--- src/hdl/bus_area_config_map.svh ---
// Offsets, field positions and reset values of the bus area configuration register.
// Assumes inclusion by bare name from the package and the design files.
`ifndef BUS_AREA_CONFIG_MAP_SVH
`define BUS_AREA_CONFIG_MAP_SVH

`define BAC_ADDR_CFG 12'h000
`define BAC_ADDR_STATUS 12'h004
`define BAC_ADDR_STANDBY 12'h008
`define BAC_RESET_VALUE 16'h0000
`define BAC_BIT_ADDR_PULLUP 15
`define BAC_BIT_DATA_PULLUP 14
`define BAC_BIT_MEMCTL_FLOAT 13
`define BAC_BIT_STROBE_FLOAT 12
`define BAC_BIT_BYTE_ORDER 11
`define BAC_A0_BURST_HI 10
`define BAC_A0_BURST_LO 9
`define BAC_A5_BURST_HI 8
`define BAC_A5_BURST_LO 7
`define BAC_A6_BURST_HI 6
`define BAC_A6_BURST_LO 5
`define BAC_MEM_TYPE_HI 4
`define BAC_MEM_TYPE_LO 2
`define BAC_BIT_AREA5_CARD 1
`define BAC_BIT_AREA6_CARD 0
`define BAC_WRITE_MASK 16'hF7FF
`define BAC_ADDR_PULLUP_CYCLES 3'h4
`define BAC_MEM_TYPE_ORDINARY 3'h0
`define BAC_MEM_TYPE_A3_SDRAM 3'h2
`define BAC_MEM_TYPE_BOTH_SDRAM 3'h3
`define BAC_BURST_LEN_4 5'h04
`define BAC_BURST_LEN_8 5'h08
`define BAC_BURST_LEN_16 5'h10
`define BAC_BURST_LEN_NONE 5'h00

`endif

--- src/hdl/bus_area_config_pkg.sv ---
// Types shared by the bus area configuration block.
// Assumes the map header sits beside it on the include path.
`include "bus_area_config_map.svh"

package bus_area_config_pkg;

    typedef enum logic [1:0] {
        BURST_NONE,
        BURST_4,
        BURST_8,
        BURST_16
    } burst_code_t;

    typedef enum logic [1:0] {
        AREA23_ORDINARY,
        AREA3_SDRAM,
        AREA23_SDRAM,
        AREA23_INVALID
    } mem_kind_t;

    typedef struct packed {
        logic [15:0] cfg;
        logic byte_order_seen;
    } cfg_state_t;

endpackage : bus_area_config_pkg

--- src/hdl/cfg_link_if.sv ---
// Carrier between the register bank and the pin control logic.
// Assumes both ends run on pclk.
`timescale 1ns/100ps
`default_nettype none

interface cfg_link_if;
    logic [15:0] cfg;
    logic standby;
    logic bus_released;
    logic bus_ack_rise;
    logic data_bus_busy;

    modport bank (output cfg, output standby, output bus_released, output bus_ack_rise, output data_bus_busy);
    modport pins (input cfg, input standby, input bus_released, input bus_ack_rise, input data_bus_busy);
endinterface : cfg_link_if

`default_nettype wire

--- src/hdl/pin_float_ctl.sv ---
// Pull-up and float control of the external bus pins, driven from the configuration word.
// Assumes all inputs are already synchronous to pclk.
`timescale 1ns/100ps
`default_nettype none

`include "bus_area_config_map.svh"

module pin_float_ctl
    import bus_area_config_pkg::*;
(
    input wire logic pclk,
    input wire logic presetn,
    cfg_link_if.pins link,
    output logic addr_pullup_q,
    output logic data_pullup_q,
    output logic memctl_drive_q,
    output logic memctl_high_q,
    output logic strobe_drive_q
);

    typedef struct packed {
        logic [2:0] cnt;
        logic addr_pu;
        logic data_pu;
        logic memctl_drive;
        logic memctl_high;
        logic strobe_drive;
    } pin_state_t;

    pin_state_t s_q;
    pin_state_t s_d;

    always_comb begin
        s_d = s_q;
        // The window opens on the acknowledge edge and counts exactly four cycles.
        if (link.bus_ack_rise && link.cfg[`BAC_BIT_ADDR_PULLUP]) begin
            s_d.cnt = `BAC_ADDR_PULLUP_CYCLES;
        end else if (s_q.cnt != 3'h0) begin
            s_d.cnt = s_q.cnt - 3'h1;
        end
        s_d.addr_pu = (s_d.cnt != 3'h0);
        s_d.data_pu = link.cfg[`BAC_BIT_DATA_PULLUP] && !link.data_bus_busy;
        if (link.standby) begin
            s_d.memctl_drive = link.cfg[`BAC_BIT_MEMCTL_FLOAT];
            s_d.memctl_high = link.cfg[`BAC_BIT_MEMCTL_FLOAT];
        end else begin
            s_d.memctl_drive = 1'b1;
            s_d.memctl_high = 1'b0;
        end
        if (link.standby || link.bus_released) begin
            s_d.strobe_drive = link.cfg[`BAC_BIT_STROBE_FLOAT];
        end else begin
            s_d.strobe_drive = 1'b1;
        end
    end

    always_ff @(posedge pclk or negedge presetn) begin
        if (!presetn) begin
            s_q <= '0;
        end else begin
            s_q <= s_d;
        end
    end

    assign addr_pullup_q = s_q.addr_pu;
    assign data_pullup_q = s_q.data_pu;
    assign memctl_drive_q = s_q.memctl_drive;
    assign memctl_high_q = s_q.memctl_high;
    assign strobe_drive_q = s_q.strobe_drive;

endmodule : pin_float_ctl

`default_nettype wire

--- src/hdl/bus_area_config_register.sv ---
// Bus area configuration register with its APB slave and the decoded area settings.
// Assumes an APB master on pclk; mode, acknowledge and standby inputs come from pins
// or other clock domains and are synchronised here.
`timescale 1ns/100ps
`default_nettype none

`include "bus_area_config_map.svh"

// Functional notes
// - Sixteen bits, zero at power-on, except byte order.
// - Manual reset and standby keep contents.
// - Address pull-up four cycles after acknowledge.
// - Data pull-up while data bus idle.
// - Standby memory pins float or drive high.
// - Row/column strobes float or drive in standby/release.
// - Read-only byte order caught from mode pin.
// - Area 0 burst length select.
// - Area 5 burst length select.
// - Area 6 burst length select.
// - Areas 2/3 memory type select.
// - Area 5 card space select.
// - Area 6 card space select.
module bus_area_config_register
    import bus_area_config_pkg::*;
(
    input wire logic pclk,
    input wire logic presetn,
    input wire logic psel,
    input wire logic penable,
    input wire logic pwrite,
    input wire logic [11:0] paddr,
    input wire logic [31:0] pwdata,
    input wire logic [3:0] pstrb,
    output logic [31:0] prdata,
    output logic pready,
    output logic pslverr,
    input wire logic byte_order_mode_pin,
    input wire logic manual_reset_req,
    input wire logic standby_req,
    input wire logic bus_released_in,
    input wire logic bus_ack_in,
    input wire logic data_bus_busy_in,
    output logic addr_pullup_en,
    output logic data_pullup_en,
    output logic memctl_drive,
    output logic memctl_high,
    output logic strobe_drive,
    output logic little_endian,
    output logic [4:0] area0_burst_len,
    output logic [4:0] area5_burst_len,
    output logic [4:0] area6_burst_len,
    output logic area2_sdram,
    output logic area3_sdram,
    output logic area5_card_sel,
    output logic area6_card_sel
);

    // ----------------------------------------------------------------
    // Decoding helpers
    // ----------------------------------------------------------------

    function automatic logic [4:0] burst_len(input logic [1:0] code);
        case (burst_code_t'(code))
            BURST_4: burst_len = `BAC_BURST_LEN_4;
            BURST_8: burst_len = `BAC_BURST_LEN_8;
            BURST_16: burst_len = `BAC_BURST_LEN_16;
            default: burst_len = `BAC_BURST_LEN_NONE;
        endcase
    endfunction : burst_len

    function automatic mem_kind_t mem_kind(input logic [2:0] code);
        if (code == `BAC_MEM_TYPE_ORDINARY) begin
            mem_kind = AREA23_ORDINARY;
        end else if (code == `BAC_MEM_TYPE_A3_SDRAM) begin
            mem_kind = AREA3_SDRAM;
        end else if (code == `BAC_MEM_TYPE_BOTH_SDRAM) begin
            mem_kind = AREA23_SDRAM;
        end else begin
            mem_kind = AREA23_INVALID;
        end
    endfunction : mem_kind

    // ----------------------------------------------------------------
    // Input synchronisers
    // ----------------------------------------------------------------

    // Bit order: mode pin, standby, release, acknowledge, data busy.
    logic [4:0] sync1_q;
    logic [4:0] sync2_q;
    logic ack_last_q;
    logic strap_taken_q;
    // The manual reset request is only reported, but it still comes from a pin.
    logic [1:0] mrst_sync_q;

    always_ff @(posedge pclk or negedge presetn) begin
        if (!presetn) begin
            sync1_q <= 5'h00;
            sync2_q <= 5'h00;
            ack_last_q <= 1'b0;
            mrst_sync_q <= 2'h0;
        end else begin
            sync1_q <= {byte_order_mode_pin, standby_req, bus_released_in, bus_ack_in, data_bus_busy_in};
            sync2_q <= sync1_q;
            ack_last_q <= sync2_q[1];
            mrst_sync_q <= {mrst_sync_q[0], manual_reset_req};
        end
    end

    // ----------------------------------------------------------------
    // Register state
    // ----------------------------------------------------------------

    cfg_state_t st_q;
    cfg_state_t st_d;
    logic [1:0] strap_cnt_q;
    logic wr_hit;
    logic [15:0] wmask;

    // The strap is taken on the third edge after release, once the synchroniser holds a real pin value.
    always_ff @(posedge pclk or negedge presetn) begin
        if (!presetn) begin
            strap_cnt_q <= 2'h0;
            strap_taken_q <= 1'b0;
        end else begin
            if (strap_cnt_q != 2'h3) begin
                strap_cnt_q <= strap_cnt_q + 2'h1;
            end
            strap_taken_q <= (strap_cnt_q == 2'h2) || strap_taken_q;
        end
    end

    assign wr_hit = psel && penable && pwrite && (paddr == `BAC_ADDR_CFG);
    assign wmask = {{8{pstrb[1]}}, {8{pstrb[0]}}} & `BAC_WRITE_MASK;

    always_comb begin
        st_d = st_q;
        // Manual reset and standby leave the word alone; only presetn clears it.
        if (!strap_taken_q && (strap_cnt_q == 2'h2)) begin
            st_d.cfg[`BAC_BIT_BYTE_ORDER] = sync2_q[4];
            st_d.byte_order_seen = 1'b1;
        end
        if (wr_hit) begin
            st_d.cfg = (st_d.cfg & ~wmask) | (pwdata[15:0] & wmask);
        end
    end

    always_ff @(posedge pclk or negedge presetn) begin
        if (!presetn) begin
            st_q.cfg <= `BAC_RESET_VALUE;
            st_q.byte_order_seen <= 1'b0;
        end else begin
            st_q <= st_d;
        end
    end

    // ----------------------------------------------------------------
    // APB slave: zero wait states, unmapped addresses answer with an error.
    // ----------------------------------------------------------------

    logic [31:0] rd_mux;
    logic addr_ok;

    always_comb begin
        rd_mux = 32'h00000000;
        addr_ok = 1'b1;
        if (paddr == `BAC_ADDR_CFG) begin
            rd_mux = {16'h0000, st_q.cfg};
        end else if (paddr == `BAC_ADDR_STATUS) begin
            rd_mux = {27'h0000000, st_q.byte_order_seen, sync2_q[0], sync2_q[3], sync2_q[2], mrst_sync_q[1]};
        end else begin
            addr_ok = 1'b0;
        end
    end

    always_ff @(posedge pclk or negedge presetn) begin
        if (!presetn) begin
            prdata <= 32'h00000000;
            pready <= 1'b0;
            pslverr <= 1'b0;
        end else begin
            pready <= psel && !penable;
            pslverr <= psel && !penable && (!addr_ok || (pwrite && (paddr != `BAC_ADDR_CFG)));
            if (psel && !penable && !pwrite) begin
                prdata <= rd_mux;
            end
        end
    end

    // ----------------------------------------------------------------
    // Decoded area settings
    // ----------------------------------------------------------------

    mem_kind_t kind;
    assign kind = mem_kind(st_q.cfg[`BAC_MEM_TYPE_HI:`BAC_MEM_TYPE_LO]);

    always_ff @(posedge pclk or negedge presetn) begin
        if (!presetn) begin
            little_endian <= 1'b0;
            area0_burst_len <= `BAC_BURST_LEN_NONE;
            area5_burst_len <= `BAC_BURST_LEN_NONE;
            area6_burst_len <= `BAC_BURST_LEN_NONE;
            area2_sdram <= 1'b0;
            area3_sdram <= 1'b0;
            area5_card_sel <= 1'b0;
            area6_card_sel <= 1'b0;
        end else begin
            little_endian <= st_q.cfg[`BAC_BIT_BYTE_ORDER];
            area0_burst_len <= burst_len(st_q.cfg[`BAC_A0_BURST_HI:`BAC_A0_BURST_LO]);
            area5_burst_len <= burst_len(st_q.cfg[`BAC_A5_BURST_HI:`BAC_A5_BURST_LO]);
            area6_burst_len <= burst_len(st_q.cfg[`BAC_A6_BURST_HI:`BAC_A6_BURST_LO]);
            // Prohibited codes are treated as ordinary memory so a bad write cannot start SDRAM cycles.
            area2_sdram <= (kind == AREA23_SDRAM);
            area3_sdram <= (kind == AREA23_SDRAM) || (kind == AREA3_SDRAM);
            area5_card_sel <= st_q.cfg[`BAC_BIT_AREA5_CARD];
            area6_card_sel <= st_q.cfg[`BAC_BIT_AREA6_CARD];
        end
    end

    // ----------------------------------------------------------------
    // Pin control
    // ----------------------------------------------------------------

    cfg_link_if link ();

    assign link.cfg = st_q.cfg;
    assign link.standby = sync2_q[3];
    assign link.bus_released = sync2_q[2];
    assign link.bus_ack_rise = sync2_q[1] && !ack_last_q;
    assign link.data_bus_busy = sync2_q[0];

    pin_float_ctl u_pins (
        .pclk(pclk),
        .presetn(presetn),
        .link(link),
        .addr_pullup_q(addr_pullup_en),
        .data_pullup_q(data_pullup_en),
        .memctl_drive_q(memctl_drive),
        .memctl_high_q(memctl_high),
        .strobe_drive_q(strobe_drive)
    );

endmodule : bus_area_config_register

`default_nettype wire

--- config.mk ---
export PLATFORM = sky130hd
export DESIGN_NAME = bus_area_config_register
export DESIGN_NICKNAME = d
export VERILOG_FILES = /design/src/hdl/bus_area_config_pkg.sv /design/src/hdl/cfg_link_if.sv /design/src/hdl/pin_float_ctl.sv /design/src/hdl/bus_area_config_register.sv
export VERILOG_INCLUDE_DIRS = /design/src /design/src/hdl
export SDC_FILE = /design/constraint.sdc
export NUM_CORES = 1
export LEC_CHECK = 0
export ABC_AREA = 1
export BUFFER_PORTS_ARGS = -buffer_cell sky130_fd_sc_hd__buf_2
export CORE_MARGIN = 3
export CORE_UTILIZATION = 30
export CTS_CLUSTER_DIAMETER = 30
export DETAILED_ROUTE_END_ITERATION = 12
export GPL_TIMING_DRIVEN = 0
export PLACE_DENSITY = 0.5
export SLEW_MARGIN = 20
export SYNTH_ARGS = -nofsm -noshare
export SYNTH_HDL_FRONTEND = slang
export SYNTH_SLANG_ARGS = --single-unit
--- constraint.sdc ---
create_clock -name pclk -period 1.5 [get_ports pclk]
set_input_delay 0.15 -clock pclk [delete_from_list [all_inputs] [get_ports pclk]]
set_output_delay 0.15 -clock pclk [all_outputs]
set_load 0.005 [all_outputs]
==> results by group <==
STA
  – Final hold slack: 0.0128 ns
  – F_max: 711 MHz
  – Tcrit/Tclk final: 93.8%
  – RSZ-0062 raised after global routing: yes
  – Fin. Hold Viols: 0
  – Tmin final: 1.41 ns
  – Max_slew headroom: 66.1%
  – Post-route setup TNS: 0 ns
  – Post-route clock skew: 0.0107 ns
  – Measured slew at the worst slew-check pin: 0.508 ns
  – Final setup viols: 0
  – Fin worst setup slack: 0.0934 ns
  – Final Max Slew Viols: 0

Synth
  – Ys Warns: 0
  – Synth top area cells: dfrtp_1 (61%), nand2_1 (13%), buf_4 (6.0%), inv_1 (3.6%), nand3_1 (2.7%)
  – Largest area contributor in the netlist: dfrtp_1
  – Sequential area share after synthesis: 60.9%
  – Yosys reg bits: 73
  – Most used DFF post-synth: dfrtp_1
  – Asr flop ratio synth: 100%
  – Most common cell in the netlist: nand2_1
  – Post-synth EDFFs: 0
  – Post-Syn Area: 0.00300 sq mm
  – Synth cell types: 27
  – Syn avg cell area: 9.97 sq um
  – Yosys top cell area share: 60.9%
  – Post-Synthesis Cells: 301
  – Top cells by count, synth: nand2_1 (101), dfrtp_1 (73), inv_1 (29)

Floorplan
  – Die Span Y: 106 um
  – Die ar.: 0.0112 sq mm
  – Initial Util: 31.7%
  – Rows: 35
  – Core Area: 0.00946 sq mm
  – I/O pin total: 118
  – Die width: 106 um

Global route
  – Largest net degree at the start of global routing: 57
  – Vias in the first global route: 2165
  – All-Layer GR Usage: 12.2%
  – Initial antenna violation count: 0
  – Total gr overflow: 0
  – First-pass GRT wire length: 10.6 mm

Power
  – P_int: 2.86 mW
  – P_sw: 1.01 mW
  – Switching power share of the total: 26.1%
  – Final total power: 3.86 mW
  – Sequential power share: 53.4%
  – Pwr dens: 957 mW/mm^2
  – Worst VDD drop: 0.402 mV
  – Cell leakage power: 2.33 nW
  – Clk network pwr share: 34.9%
  – Combinational share of power: 11.7%

Finish
  – Ant. Diodes: 0
  – Synth-to-Final Area Change: 34.6%
  – Final #Nets: 495
  – Core Util, Final: 42.7%
  – Post-Layout Cell Count: 565
  – Finished Cell Area: 0.00404 sq mm
  – Area of the multi-input gates: 946 sq um
  – Reg area: 0.00183 sq mm
  – Share of post-route cells with drive strength above 1: 32.8%
  – Filler cells: 985

Flow run
  – Max-cap violations: 0

Worst setup path
  – Max incr delay on CP: 0.37 ns
  – Crit path max fanout: 4
  – Largest delay contributor family on the critical path: adder cells
  – Worst reg-to-reg setup slack: 0.09 ns
  – Required time worst endpoint: 1.79 ns
  – CP Capture Type: register
  – CP max stage cell: dfrtp_1
  – Worst r2r src: u_pins.s_q[5]
  – CP Launch Type: register
  – R2R cell count: 7
  – Critical R2R Capture: u_pins.addr_pullup_q
  – WP depth: 7
  – CP cell instances: inv_1 -> ha_1 -> ha_2 -> or2_2 -> a21oi_2 -> nor2_1 -> nand2_1
  – Bufs and invs on worst path: 1
  – CP arrival: 1.70 ns
  – Critical path type: register to register

Routing
  – Initial DRC count: 49
  – Routed Antenna Nets: 0
  – Drt first pass iters: 5
  – Total wire length: 6.38 mm
  – Vias/cell: 3.95
  – DR WL/cell: 11.3 um
  – DR vias: 2232
  – Residual DRC: 0

Run status
  – Status: completed

Placed design
  – Dpl ws: 0.0223 ns
  – Post-DP Area: 0.00365 sq mm
  – Placer congestion estimate: 0.719
  – Port Buffers: 76
  – Dpl hpwl: 4.64 mm
  – # placed instances: 528

Clocking
  – Root Buffer: clkbuf_8
  – Clock transition at path regs: 0.08 ns
  – Worst skew pair latency: 0.34 ns
  – CTS tree: built
  – Sink Count: 73
  – H-tree depth: 3
  – CTS Buf Count: 9
  – Clock Path Buffers: 2

Hold path
  – Hold Crit Start: pwdata[6]
  – Hold Path Class: input port to register
  – Hold depth: 3
-- worst max-delay path by stage --
stage | start | endpoint | slack (ns)
6_report | u_pins.s_q[5] | u_pins.addr_pullup_q | 0.09
5_1_grt | u_pins.s_q[5] | u_pins.addr_pullup_q | -0.04
4_1_cts | u_pins.s_q[5] | u_pins.addr_pullup_q | 0.002
3_5_place_dp | u_pins.s_q[5] | u_pins.addr_pullup_q | 0.02
3_3_place_gp | presetn | sync1_q[4] | -0.21
2_1_floorplan | u_pins.s_q[5] | u_pins.addr_pullup_q | 0.15
-- cell usage in the layout, fill, tap and decap left out, types with 2 or more instances in the layout --
| cell type | n |
|---|---|
| nand2_1 | 101 |
| buf_2 | 75 |
| nor2_1 | 20 |
| nor2_4 | 3 |
| conb_1 | 22 |
| nor2_2 | 3 |
| buf_4 | 26 |
| ha_1 | 4 |
| nand3_2 | 5 |
| nand2_2 | 3 |
| dfrtp_1 | 73 |
| nand3_1 | 16 |
| clkinvlp_4 | 2 |
| dlygate4sd3_1 | 20 |
| clkinv_2 | 4 |
| or2_2 | 2 |
| o21ai_0 | 2 |
| clkbuf_8 | 9 |
| inv_1 | 28 |
-- logic make-up after synthesis --
logic type | after synthesis | synth area share (%)
and+or+nand+nor | 160 | 24.9
DFF | 73 | 60.9
buffers and inverters | 55 | 10.4
adders and majority gates | 5 | 2.09
AOI/OAI and AO/OA | 5 | 0.918
other | 1 | 0.125
xor gates and xnor gates | 1 | 0.292
muxes | 1 | 0.375
-- worst reg2reg max path, stage by stage, from the launching register on --
cell and delay [ns]:
dfrtp_1 0.37, inv_1 0.05, ha_1 0.21, ha_2 0.19
or2_2 0.28, a21oi_2 0.14, nor2_1 0.06, nand2_1 0.05
-- repair_timing --
item / 4_1_cts / 5_1_grt
setup endpoints to repair: 0 / 18
endpoints found under the hold margin: 36 / 0
buffers inserted: 0 / 1
gates resized for setup: 0 / 3
hold buffers: 20 / 0
-- area by class of cell --
class	instances	share of cell area [%]
Buffer	26	5.05
Sequential cell	73	45.2
Timing Repair Buffer	98	15.3
Inverter	29	2.79
Clock inverter	7	1.12
Multi-Input combinational cell	194	23.4
Tap cell	129	4.00
Clock buffer	9	3.07
-- power by group through the flow --
stage | combinational [mW] | clock, mW | sequential [mW]
after CTS | 0.448 | 1.42 | 2.07
after global routing | 0.531 | 1.50 | 2.07
after detailed placement | 0.407 | 0 | 2.11
final | 0.452 | 1.35 | 2.06
after floorplan | 0.241 | 0 | 2.10
after global placement | 0.386 | 0 | 2.10
-- layer usage --
| metal | GRT usage [%] | up-vias | share of wire, % |
|---|---|---|---|
| met5 | 0 | - | 0 |
| met4 | 4.81 | 0 | 1.6 |
| met2 | 19.7 | 70 | 47 |
| li1 | - | 1131 | - |
| met1 | 15.3 | 1022 | 45 |
| met3 | 3.70 | 9 | 5.7 |
Power figures use the tool's default switching activity.
